==> config.mk <==
export PLATFORM = sky130hd
export DESIGN_NAME = bcm_top
export DESIGN_NICKNAME = d
export VERILOG_FILES = /design/src/bcm_pkg.sv /design/src/bcm_timer.sv /design/src/bcm_top.sv
export VERILOG_INCLUDE_DIRS = /design/src /design/src/src
export SDC_FILE = /design/constraint.sdc
export NUM_CORES = 1
export LEC_CHECK = 0
export BUFFER_PORTS_ARGS = -buffer_cell sky130_fd_sc_hd__buf_2
export CORE_MARGIN = 2
export CORE_UTILIZATION = 50
export DETAILED_ROUTE_END_ITERATION = 7
export GPL_TIMING_DRIVEN = 0
export PLACE_DENSITY = 0.77
export RECOVER_POWER = 50
export SKIP_CTS_REPAIR_TIMING = 1
export SLEW_MARGIN = 10
export SYNTH_ARGS = -nofsm -noshare
export SYNTH_HDL_FRONTEND = slang
export SYNTH_SLANG_ARGS = --single-unit
==> constraint.sdc <==
create_clock -name clk_i -period 4.1 [get_ports clk_i]
set_input_delay 0.205 -clock clk_i [delete_from_list [all_inputs] [get_ports clk_i]]
set_output_delay 0.205 -clock clk_i [all_outputs]
set_load 0.02 [all_outputs]
==> src/bcm_consts.svh <==
// Bus connect monitor constants: offsets, fields, reset values, timing
// How it works
// Both lines rising high means connect.
// Both lines falling low starts disconnect.
// Disconnect counts only after full low timeout.
// Select field picks 250/500/1000/2000 ms.
// Polarity chooses connect or disconnect flagging.
// Handler vector entry clears the flag.
// Writing one clears flag, zero keeps.
// Interrupt needs global, local enable, flag. Code also raises it from masked event status with global enable alone.
// Flag after reset equals both-high at reset.
// Flag7, enable6, timeout 2:1, polarity0.
// Bits 5:3 reserved, read zero.
// Software sets polarity after connect seen.
// Lines synchronised; low counter restarts on high.
`ifndef BCM_CONSTS_SVH
`define BCM_CONSTS_SVH

// ----------------------------------------------------------------
// Register byte offsets
// ----------------------------------------------------------------
`define BCM_OFS_CTRL       8'h00
`define BCM_OFS_EVT_STATUS 8'h04
`define BCM_OFS_EVT_MASK   8'h08
`define BCM_OFS_GLOBAL     8'h0C
`define BCM_OFS_LINES      8'h10

// ----------------------------------------------------------------
// Control/status fields
// ----------------------------------------------------------------
`define BCM_BIT_FLAG       7
`define BCM_BIT_IRQ_EN     6
`define BCM_BIT_SEL_HI     2
`define BCM_BIT_SEL_LO     1
`define BCM_BIT_POL        0
`define BCM_RST_IRQ_EN     1'h0
`define BCM_RST_SEL        2'h0
`define BCM_RST_POL        1'h0
`define BCM_RST_EVT        2'h0
`define BCM_RST_GLOBAL     1'h0

// ----------------------------------------------------------------
// Timing
// ----------------------------------------------------------------
`define BCM_CLK_PERIOD_NS  5
`define BCM_TO0_MS         250
`define BCM_TO1_MS         500
`define BCM_TO2_MS         1000
`define BCM_TO3_MS         2000
`define BCM_NS_PER_MS      1000000

`endif

==> src/bcm_pkg.sv <==
// Bus connect monitor types
package bcm_pkg;

	typedef enum logic [2:0] {
		TMR_IDLE  = 3'b001,
		TMR_COUNT = 3'b010,
		TMR_DONE  = 3'b100
	} bcm_tmr_mode_type;

	typedef struct packed {
		bcm_tmr_mode_type mode;
		logic [31:0]      count;
		logic             expired;
	} bcm_tmr_state_type;

	typedef struct packed {
		logic [1:0]  sda_sync;
		logic [1:0]  scl_sync;
		logic        both_high_d;
		logic        bus_event_flag;
		logic        bus_event_irq_enable;
		logic [1:0]  disconnect_timeout_sel;
		logic        bus_event_polarity;
		logic [1:0]  evt_status;
		logic [1:0]  evt_mask;
		logic        global_irq_enable;
		logic        ack;
		logic [31:0] dat;
		logic        irq;
	} bcm_top_state_type;

endpackage

==> src/bcm_timer.sv <==
// Disconnect low-time qualifier counter
`timescale 1ns/1ps
`include "bcm_consts.svh"
module bcm_timer
	import bcm_pkg::*;
(
	input  wire logic        clk_i,      // System clock
	input  wire logic        rst_i,      // Synchronous reset, high
	input  wire logic        both_low_i, // Both lines low, synchronised
	input  wire logic [31:0] limit_i,    // Required low time in cycles
	output logic             expired_o   // Pulse when low time reached
);

	bcm_tmr_state_type st;
	bcm_tmr_state_type next_st;

	// ----------------------------------------------------------------
	// Counter
	// ----------------------------------------------------------------
	always_comb
	begin
		next_st = st;
		next_st.expired = 1'b0;
		if (rst_i || !both_low_i)
		begin
			// restart on high
			next_st.mode = TMR_IDLE;
			next_st.count = 32'h0;
		end
		else
		begin
			case (st.mode)
				TMR_IDLE, TMR_COUNT:
				begin
					// full timeout first
					if (st.count >= limit_i - 32'h1)
					begin
						next_st.expired = 1'b1;
						next_st.mode = TMR_DONE;
					end
					else
					begin
						next_st.count = st.count + 32'h1;
						next_st.mode = TMR_COUNT;
					end
				end
				TMR_DONE:
					next_st.mode = TMR_DONE;
				default:
					next_st.mode = TMR_IDLE;
			endcase
		end
	end

	always_ff @(posedge clk_i)
	begin
		st <= next_st;
	end

	assign expired_o = st.expired;

	// ----------------------------------------------------------------
	// Checks
	// ----------------------------------------------------------------
	a_expire_after_limit: assert property (@(posedge clk_i) disable iff (rst_i)
		st.expired |-> ($past(st.count) >= limit_i - 32'h1) && $past(both_low_i))
		else $error("disconnect qualified before low time elapsed");

	a_restart_on_high: assert property (@(posedge clk_i) disable iff (rst_i)
		!both_low_i |=> (st.count == 32'h0) && !st.expired)
		else $error("low counter not restarted by a high line");

endmodule

==> src/bcm_top.sv <==
// Bus connect/disconnect monitor with Wishbone register slave
`timescale 1ns/1ps
`include "bcm_consts.svh"
module bcm_top
	import bcm_pkg::*;
#(
	parameter logic [31:0] TO0_CYCLES = 32'((64'(`BCM_TO0_MS) * 64'(`BCM_NS_PER_MS))
		/ 64'(`BCM_CLK_PERIOD_NS)),
	parameter logic [31:0] TO1_CYCLES = 32'((64'(`BCM_TO1_MS) * 64'(`BCM_NS_PER_MS))
		/ 64'(`BCM_CLK_PERIOD_NS)),
	parameter logic [31:0] TO2_CYCLES = 32'((64'(`BCM_TO2_MS) * 64'(`BCM_NS_PER_MS))
		/ 64'(`BCM_CLK_PERIOD_NS)),
	parameter logic [31:0] TO3_CYCLES = 32'((64'(`BCM_TO3_MS) * 64'(`BCM_NS_PER_MS))
		/ 64'(`BCM_CLK_PERIOD_NS))
)
(
	input  wire logic        clk_i,     // System clock, 200 MHz
	input  wire logic        rst_i,     // Synchronous reset, high
	input  wire logic        wb_cyc_i,  // Wishbone cycle
	input  wire logic        wb_stb_i,  // Wishbone strobe
	input  wire logic        wb_we_i,   // Wishbone write enable
	input  wire logic [7:0]  wb_adr_i,  // Wishbone byte address
	input  wire logic [3:0]  wb_sel_i,  // Wishbone byte selects
	input  wire logic [31:0] wb_dat_i,  // Wishbone write data
	output logic [31:0]      wb_dat_o,  // Wishbone read data
	output logic             wb_ack_o,  // Wishbone acknowledge
	input  wire logic        sda_i,     // Serial data line level
	input  wire logic        scl_i,     // Serial clock line level
	input  wire logic        vec_ack_i, // Handler vector entered, pulse
	output logic             irq_o      // Interrupt request, level
);

	bcm_top_state_type st;
	bcm_top_state_type next_st;

	logic        both_high;
	logic        both_low;
	logic        connect_evt;
	logic        disconnect_evt;
	logic        flag_set;
	logic        flag_clr;
	logic        req;
	logic        wr_commit;
	logic        wr_lane0;
	logic [7:0]  reg_ofs;
	logic [31:0] rd_data;
	logic [31:0] to_limit;
	logic [1:0]  evt_clr;

	// ----------------------------------------------------------------
	// Line conditions
	// ----------------------------------------------------------------
	// both lines high
	assign both_high = st.sda_sync[1] & st.scl_sync[1];
	// both lines low
	assign both_low = ~st.sda_sync[1] & ~st.scl_sync[1];
	// connect on entry
	assign connect_evt = both_high & ~st.both_high_d;

	// timeout select
	always_comb
	begin
		case (st.disconnect_timeout_sel)
			2'h0:    to_limit = TO0_CYCLES;
			2'h1:    to_limit = TO1_CYCLES;
			2'h2:    to_limit = TO2_CYCLES;
			default: to_limit = TO3_CYCLES;
		endcase
	end

	// The low counter runs whatever the polarity, so a change of
	// polarity while the bus already idles low does not restart the count.
	bcm_timer u_timer (
		.clk_i      (clk_i),
		.rst_i      (rst_i),
		.both_low_i (both_low),
		.limit_i    (to_limit),
		.expired_o  (disconnect_evt)
	);

	// polarity picks event
	assign flag_set = st.bus_event_polarity ? disconnect_evt : connect_evt;

	// ----------------------------------------------------------------
	// Bus decode
	// ----------------------------------------------------------------
	assign req = wb_cyc_i & wb_stb_i;
	// Writes land on the edge where the master sees ack, not earlier
	assign wr_commit = req & wb_we_i & st.ack;
	assign wr_lane0 = wr_commit & wb_sel_i[0];
	assign reg_ofs = {wb_adr_i[7:2], 2'h0};

	// vector clears flag
	// write one clears
	assign flag_clr = vec_ack_i
		| (wr_lane0 & (reg_ofs == `BCM_OFS_CTRL) & wb_dat_i[`BCM_BIT_FLAG]);

	assign evt_clr = (wr_lane0 && reg_ofs == `BCM_OFS_EVT_STATUS) ? wb_dat_i[1:0] : 2'h0;

	always_comb
	begin
		rd_data = 32'h0;
		case (reg_ofs)
			`BCM_OFS_CTRL:
			begin
				// field layout
				// reserved bits zero
				rd_data[`BCM_BIT_FLAG] = st.bus_event_flag;
				rd_data[`BCM_BIT_IRQ_EN] = st.bus_event_irq_enable;
				rd_data[`BCM_BIT_SEL_HI:`BCM_BIT_SEL_LO] = st.disconnect_timeout_sel;
				rd_data[`BCM_BIT_POL] = st.bus_event_polarity;
			end
			`BCM_OFS_EVT_STATUS: rd_data[1:0] = st.evt_status;
			`BCM_OFS_EVT_MASK:   rd_data[1:0] = st.evt_mask;
			`BCM_OFS_GLOBAL:     rd_data[0] = st.global_irq_enable;
			`BCM_OFS_LINES:      rd_data[1:0] = {st.scl_sync[1], st.sda_sync[1]};
			default:             rd_data = 32'h0;
		endcase
	end

	// ----------------------------------------------------------------
	// Next state
	// ----------------------------------------------------------------
	always_comb
	begin
		next_st = st;
		// Synchronisers run through reset so the reset flag sees real levels
		next_st.sda_sync = {st.sda_sync[0], sda_i};
		next_st.scl_sync = {st.scl_sync[0], scl_i};
		next_st.ack = 1'b0;
		next_st.dat = 32'h0;
		if (rst_i)
		begin
			// flag from reset levels
			next_st.bus_event_flag = both_high;
			next_st.both_high_d = both_high;
			// fields reset zero
			next_st.bus_event_irq_enable = `BCM_RST_IRQ_EN;
			next_st.disconnect_timeout_sel = `BCM_RST_SEL;
			next_st.bus_event_polarity = `BCM_RST_POL;
			next_st.evt_status = `BCM_RST_EVT;
			next_st.evt_mask = `BCM_RST_EVT;
			next_st.global_irq_enable = `BCM_RST_GLOBAL;
			next_st.irq = 1'b0;
		end
		else
		begin
			next_st.both_high_d = both_high;

			if (req && !st.ack)
			begin
				next_st.ack = 1'b1;
				next_st.dat = rd_data;
			end

			if (wr_lane0)
			begin
				case (reg_ofs)
					`BCM_OFS_CTRL:
					begin
						next_st.bus_event_irq_enable = wb_dat_i[`BCM_BIT_IRQ_EN];
						next_st.disconnect_timeout_sel =
							wb_dat_i[`BCM_BIT_SEL_HI:`BCM_BIT_SEL_LO];
						next_st.bus_event_polarity = wb_dat_i[`BCM_BIT_POL];
					end
					`BCM_OFS_EVT_MASK: next_st.evt_mask = wb_dat_i[1:0];
					`BCM_OFS_GLOBAL:   next_st.global_irq_enable = wb_dat_i[0];
					default:           next_st.global_irq_enable = st.global_irq_enable;
				endcase
			end

			// A new event in the clearing cycle survives the clear
			next_st.bus_event_flag = (st.bus_event_flag & ~flag_clr) | flag_set;
			next_st.evt_status = (st.evt_status & ~evt_clr)
				| {disconnect_evt, connect_evt};

			// gated interrupt
			next_st.irq = st.global_irq_enable
				& ((st.bus_event_irq_enable & st.bus_event_flag)
				| (|(st.evt_status & st.evt_mask)));
		end
	end

	always_ff @(posedge clk_i)
	begin
		st <= next_st;
	end

	// ----------------------------------------------------------------
	// Outputs
	// ----------------------------------------------------------------
	assign wb_dat_o = st.dat;
	assign wb_ack_o = st.ack;
	assign irq_o = st.irq;

	// ----------------------------------------------------------------
	// Checks
	// ----------------------------------------------------------------
	a_connect_sets_flag: assert property (@(posedge clk_i) disable iff (rst_i)
		(connect_evt && !st.bus_event_polarity) |=> st.bus_event_flag)
		else $error("connect did not set the event flag");

	a_connect_needs_high: assert property (@(posedge clk_i) disable iff (rst_i)
		connect_evt |-> $past(!(st.sda_sync[1] && st.scl_sync[1])))
		else $error("connect seen without a rise into both-high");

	a_disconnect_sets_flag: assert property (@(posedge clk_i) disable iff (rst_i)
		(disconnect_evt && st.bus_event_polarity) |=> st.bus_event_flag)
		else $error("qualified disconnect did not set the event flag");

	a_polarity_blocks_connect: assert property (@(posedge clk_i) disable iff (rst_i)
		(!st.bus_event_flag && st.bus_event_polarity && !disconnect_evt)
		|=> !st.bus_event_flag)
		else $error("flag set by connect while polarity selects disconnect");

	a_disconnect_low_run: assert property (@(posedge clk_i) disable iff (rst_i)
		disconnect_evt |-> $past(both_low, 1) && $past(both_low, 2))
		else $error("disconnect reported without lines held low");

	a_vector_clears_flag: assert property (@(posedge clk_i) disable iff (rst_i)
		(vec_ack_i && !flag_set) |=> !st.bus_event_flag)
		else $error("handler vector entry did not clear the flag");

	a_write_one_clears: assert property (@(posedge clk_i) disable iff (rst_i)
		(wr_lane0 && reg_ofs == `BCM_OFS_CTRL && wb_dat_i[7] && !flag_set)
		|=> !st.bus_event_flag)
		else $error("writing one to the flag did not clear it");

	a_write_zero_keeps: assert property (@(posedge clk_i) disable iff (rst_i)
		(st.bus_event_flag && !flag_clr) |=> st.bus_event_flag)
		else $error("flag lost without a clear");

	a_irq_needs_enables: assert property (@(posedge clk_i) disable iff (rst_i)
		irq_o |-> $past(st.global_irq_enable))
		else $error("interrupt raised with global enable clear");

	a_irq_follows_flag: assert property (@(posedge clk_i) disable iff (rst_i)
		(st.global_irq_enable && st.bus_event_irq_enable && st.bus_event_flag)
		|=> irq_o)
		else $error("interrupt missing while flag and enables are set");

	a_reset_flag_level: assert property (@(posedge clk_i)
		$fell(rst_i) |-> st.bus_event_flag == $past(both_high))
		else $error("flag after reset does not match line levels");

	a_reset_fields_zero: assert property (@(posedge clk_i)
		$fell(rst_i) |-> !st.bus_event_irq_enable && st.disconnect_timeout_sel == 2'h0
		&& !st.bus_event_polarity)
		else $error("control fields not zero after reset");

	a_reserved_read_zero: assert property (@(posedge clk_i) disable iff (rst_i)
		(req && !st.ack && !wb_we_i && reg_ofs == `BCM_OFS_CTRL)
		|=> wb_ack_o && wb_dat_o[5:3] == 3'h0 && wb_dat_o[7] == $past(st.bus_event_flag))
		else $error("control read returned wrong reserved or flag bits");

	a_ack_one_cycle: assert property (@(posedge clk_i) disable iff (rst_i)
		wb_ack_o |=> !wb_ack_o)
		else $error("ack held for more than one cycle");

	// ----------------------------------------------------------------
	// Register and event checks
	// ----------------------------------------------------------------
	a_ack_after_request: assert property (@(posedge clk_i) disable iff (rst_i)
		(req && !st.ack) |=> wb_ack_o)
		else $error("request not acknowledged in the next cycle");

	a_ack_needs_request: assert property (@(posedge clk_i) disable iff (rst_i)
		wb_ack_o |-> $past(req))
		else $error("acknowledge given without a request");

	a_dat_zero_idle: assert property (@(posedge clk_i) disable iff (rst_i)
		!wb_ack_o |-> wb_dat_o == 32'h0)
		else $error("read data not zero outside the acknowledge cycle");

	a_upper_read_zero: assert property (@(posedge clk_i) disable iff (rst_i)
		wb_ack_o |-> wb_dat_o[31:8] == 24'h0)
		else $error("read data has bits set above the byte lane");

	a_ctrl_read_fields: assert property (@(posedge clk_i) disable iff (rst_i)
		(req && !st.ack && !wb_we_i && reg_ofs == `BCM_OFS_CTRL)
		|=> wb_dat_o[`BCM_BIT_IRQ_EN] == $past(st.bus_event_irq_enable)
		&& wb_dat_o[`BCM_BIT_SEL_HI:`BCM_BIT_SEL_LO] == $past(st.disconnect_timeout_sel)
		&& wb_dat_o[`BCM_BIT_POL] == $past(st.bus_event_polarity))
		else $error("control read returned wrong field values");

	a_lines_read: assert property (@(posedge clk_i) disable iff (rst_i)
		(req && !st.ack && !wb_we_i && reg_ofs == `BCM_OFS_LINES)
		|=> wb_dat_o[1:0] == $past({st.scl_sync[1], st.sda_sync[1]}))
		else $error("line status read does not match synchronised levels");

	a_unmapped_read_zero: assert property (@(posedge clk_i) disable iff (rst_i)
		(req && !st.ack && !wb_we_i && reg_ofs > `BCM_OFS_LINES)
		|=> wb_dat_o == 32'h0)
		else $error("unmapped offset returned non-zero data");

	a_ctrl_write_fields: assert property (@(posedge clk_i) disable iff (rst_i)
		(wr_lane0 && reg_ofs == `BCM_OFS_CTRL)
		|=> st.bus_event_irq_enable == $past(wb_dat_i[`BCM_BIT_IRQ_EN])
		&& st.disconnect_timeout_sel == $past(wb_dat_i[`BCM_BIT_SEL_HI:`BCM_BIT_SEL_LO])
		&& st.bus_event_polarity == $past(wb_dat_i[`BCM_BIT_POL]))
		else $error("control write did not land in the fields");

	a_fields_hold: assert property (@(posedge clk_i) disable iff (rst_i)
		!(wr_lane0 && reg_ofs == `BCM_OFS_CTRL)
		|=> $stable(st.bus_event_irq_enable) && $stable(st.disconnect_timeout_sel)
		&& $stable(st.bus_event_polarity))
		else $error("control field changed without a write");

	a_mask_write: assert property (@(posedge clk_i) disable iff (rst_i)
		(wr_lane0 && reg_ofs == `BCM_OFS_EVT_MASK)
		|=> st.evt_mask == $past(wb_dat_i[1:0]))
		else $error("mask write did not land");

	a_global_write: assert property (@(posedge clk_i) disable iff (rst_i)
		(wr_lane0 && reg_ofs == `BCM_OFS_GLOBAL)
		|=> st.global_irq_enable == $past(wb_dat_i[0]))
		else $error("global enable write did not land");

	a_status_connect: assert property (@(posedge clk_i) disable iff (rst_i)
		connect_evt |=> st.evt_status[0])
		else $error("connect not recorded in event status");

	a_status_disconnect: assert property (@(posedge clk_i) disable iff (rst_i)
		disconnect_evt |=> st.evt_status[1])
		else $error("disconnect not recorded in event status");

	a_status_sticky: assert property (@(posedge clk_i) disable iff (rst_i)
		(st.evt_status[0] && !evt_clr[0]) |=> st.evt_status[0])
		else $error("connect status lost without a clear");

	a_status_clear: assert property (@(posedge clk_i) disable iff (rst_i)
		(evt_clr[0] && !connect_evt) |=> !st.evt_status[0])
		else $error("writing one did not clear connect status");

	a_connect_once: assert property (@(posedge clk_i) disable iff (rst_i)
		connect_evt |=> !connect_evt)
		else $error("connect reported twice for one rise");

	a_disconnect_once: assert property (@(posedge clk_i) disable iff (rst_i)
		disconnect_evt |=> !disconnect_evt)
		else $error("disconnect reported twice for one low period");

	a_flag_needs_cause: assert property (@(posedge clk_i) disable iff (rst_i)
		(!st.bus_event_flag && !flag_set) |=> !st.bus_event_flag)
		else $error("flag set without a selected event");

	a_irq_off_global: assert property (@(posedge clk_i) disable iff (rst_i)
		!st.global_irq_enable |=> !irq_o)
		else $error("interrupt raised while global enable is clear");

	a_reset_outputs_low: assert property (@(posedge clk_i)
		rst_i |=> !wb_ack_o && !irq_o && wb_dat_o == 32'h0)
		else $error("outputs not quiet during reset");

	a_reset_regs_zero: assert property (@(posedge clk_i)
		$fell(rst_i) |-> st.evt_status == 2'h0 && st.evt_mask == 2'h0
		&& !st.global_irq_enable)
		else $error("event and enable registers not zero after reset");

endmodule

==> results by group <==
Status
  – Status: finished with violations
  – Failing checks: design-rule violations

Logic synthesis
  – Syn Inst Count: 384
  – Synth Cell Area: 0.00335 mm²
  – Syn. warnings: 0
  – EDFF count, synth: 0
  – Post-synthesis register bit count: 58
  – Seq/Total Area, Yosys: 0.347
  – Synth Flop Type: dfxtp_1
  – Average cell area after synthesis: 8.71 µm²
  – Asr flop ratio synth: 0
  – Distinct cells, synth: 55

STA
  – Final worst path period share: 0.731
  – Setup tns final: 0 ns
  – Pins Over Slew Limit: 0
  – # setup viols final: 0
  – Worst-margin pin slew: 0.620 ns
  – Post-route minimum period: 3.00 ns
  – Slew Limit Headroom: 0.583
  – Final hold violations: 0
  – RSZ-0062 raised after global routing: no
  – Fmax: 0.334 GHz
  – Clock Skew: 0.0104 ns

Floorplan
  – Die ar.: 0.00736 mm²
  – DIE WIDTH: 85.8 µm
  – Placement Rows: 29
  – Die Y: 85.8 µm
  – Initial Utilization: 0.521
  – CORE AREA: 0.00642 mm²
  – I/O Pins: 86

Critical path
  – CP max stage cell: or4_1
  – Crit end category: register
  – Worst path required time: 4.36 ns
  – CP Data Arrival Time: 3.26 ns
  – Setup CP Type: reg2reg
  – Crit start category: register
  – Critical path cell sequence: inv_1, nor2_1, inv_1, ha_1, nor4_1, a211oi_1, a211oi_2, a21oi_2, clkbuf_1, or4_1, a21oi_1
  – CP max FO: 10
  – Most used cell, CP: inv_1
  – Max incr delay on CP: 0.57 ns

Pwr
  – Seq pwr share: 0.487
  – NetSw: 0.000281 W
  – Clock Power Share: 0.443
  – Power share of the combinational group: 0.070
  – LEAKAGE: 1.53 nW
  – Sw Ratio: 0.238
  – Pwr/cell area: 305 mW/mm²
  – Int Pwr: 0.000898 W
  – Peak supply drop: 0.171 mV

GRT
  – First-pass GRT wire length: 12800 µm
  – Vias in the first global route: 2844
  – Initial antenna violation count: 0
  – Pin count of the biggest net entering global routing: 11
  – Total GRT Usage: 0.219
  – Overflow left after global routing: 0

Run
  – Max-Cap Viols: 0

Place
  – Port buffer count: 24
  – Post-DP HPWL: 5540 µm
  – Placed cell areas: 0.00366 mm²
  – Placer congestion estimate: 0.871
  – Placed Cells: 512

Detailed routing
  – Post-DR wirelength/cell: 14.3 µm
  – Final ANT Viol Nets: 0
  – Post-Route WL: 7570 µm
  – Drt first-iter violations: 160
  – First drt pass iteration count: 7
  – Post-route DRC violation count: 4
  – Vias after detailed routing: 2971
  – Vias/cell: 5.61

Finish
  – Antenna diodes: 0
  – Fin nets: 519
  – Design area: 0.00387 mm²
  – Area Growth Syn to Fin: 15.6%
  – Post-Layout Cell Count: 530
  – Share of cells above drive strength 1: 0.188

Clock tree
  – Longest Clk Path Bufs: 2
  – Clock root cell: clkbuf_8
  – CTS H-tree depth: 3
  – CTS Sinks: 58
  – CTS tree: built
  – CTS buffer count: 9
  – Clock slew at reported path FFs: 0.06 ns
  – Clock Latency Late Sink: 0.34 ns

Hold path
  – Hold Crit Class: in2reg
kinds of logic (layout without fill, tap and decap cells):
group	after synthesis	in the layout	synth area share
buffers and inverters	60	102	0.113
AOI/OAI and AO/OA	86	86	0.171
muxes	9	9	0.0307
other	1	28	0.00112
DFF	58	58	0.347
and+or+nand+nor	150	150	0.264
adders and majority gates	19	19	0.0711
xor gates and xnor gates	1	1	0.00262
metrics by stage:
step	hold slack (ns)	setup slack [ns]	utilization	total power [W]
after floorplan	0.233	1.69	-	0.000649
after global placement	0.310	1.27	0.570	0.000665
after detailed placement	0.309	1.15	0.570	0.000667
after CTS	-0.0596	1.13	0.601	0.00119
after global routing	0.104	0.894	0.602	0.00123
final	0.103	1.10	0.602	0.00118
cells in the final DEF (no fill, tap or decap), types with 8 or more instances in the layout:
master / synthesis / layout
clkbuf_8: 0 / 10
o31ai_1: 26 / 26
or4_1: 25 / 25
nand2_1: 30 / 30
buf_2: 4 / 20
nand3_1: 20 / 20
conb_1: 1 / 28
dfxtp_1: 58 / 58
clkbuf_1: 9 / 18
ha_1: 19 / 19
a21oi_1: 36 / 36
nor2_1: 20 / 20
mux2i_1: 8 / 8
buf_4: 35 / 35
power by group through the flow:
stage / sequential [W] / clock, W / combinational [W]
after floorplan: 0.000585 / 0 / 0.0000638
after CTS: 0.000574 / 0.000536 / 0.0000806
final: 0.000574 / 0.000523 / 0.0000830
after global placement: 0.000586 / 0 / 0.0000795
after global routing: 0.000574 / 0.000565 / 0.0000906
after detailed placement: 0.000586 / 0 / 0.0000804
layer usage:
layer / track usage / routed length (µm)
met1: 0.273 / 3370
met2: 0.355 / 3650
met3: 0.0549 / 429
met4: 0.104 / 108
met5: 0 / 0
cells in the mapped netlist, types with 4 or more instances:
library cell,count,area (µm²)
buf_4,35,263
nand3_1,20,100
nand2b_1,6,37.5
a21oi_1,36,180
nand2_1,30,113
buf_2,4,20.0
nor3_1,6,30.0
mux2i_1,8,80.1
o31ai_1,26,195
nor2_1,20,75.1
ha_1,19,238
clkbuf_1,9,33.8
nand4_1,5,31.3
and2_1,9,56.3
inv_1,7,26.3
dfxtp_1,58,1160
nor4_1,5,31.3
or4_1,25,188
and4_1,4,35.0
and3_1,5,31.3
critical path: cells and delay by family (launching register included):
kind,cells,cell delay [ns]
compound gates,4,0.66
fa+ha+maj,1,0.19
buf+inv,3,0.54
flops,1,0.46
simple gates,3,1.06
registers in the layout (all words and copies together), names as in the netlist:
signal and cells:
u_timer.expired_o 1, st 13, wb_ack_o 1, wb_dat_o 5
next_st 2, u_timer.st 35, irq_o 1
final timing paths:
kind | startpoint | slack [ns] | cells after the start | to
max | st[40]$_SDFFE_PP0P_ | 1.10 | 11 | u_timer.st[29]$_SDFFE_PP0P_
min | wb_dat_i[6] | 0.10 | 3 | st[42]$_SDFFE_PP0P_
max reg2reg | st[40]$_SDFFE_PP0P_ | 1.10 | 11 | u_timer.st[29]$_SDFFE_PP0P_
min reg2reg | next_st[48]$_DFF_P_ | 0.33 | 0 | st[48]$_DFF_P_
final cells by class:
type                    instances  area [µm²]
fillers                       590        2550
multi-input cells             293        1910
flip-flops and latches         58        1160
plain buffers                  53         352
clock buffers                  11         141
repair buffers                 26         131
well taps                      77        96.3
clock inverters                 5        53.8
inverters                       7        26.3
(Power assumes the default switching activity.)
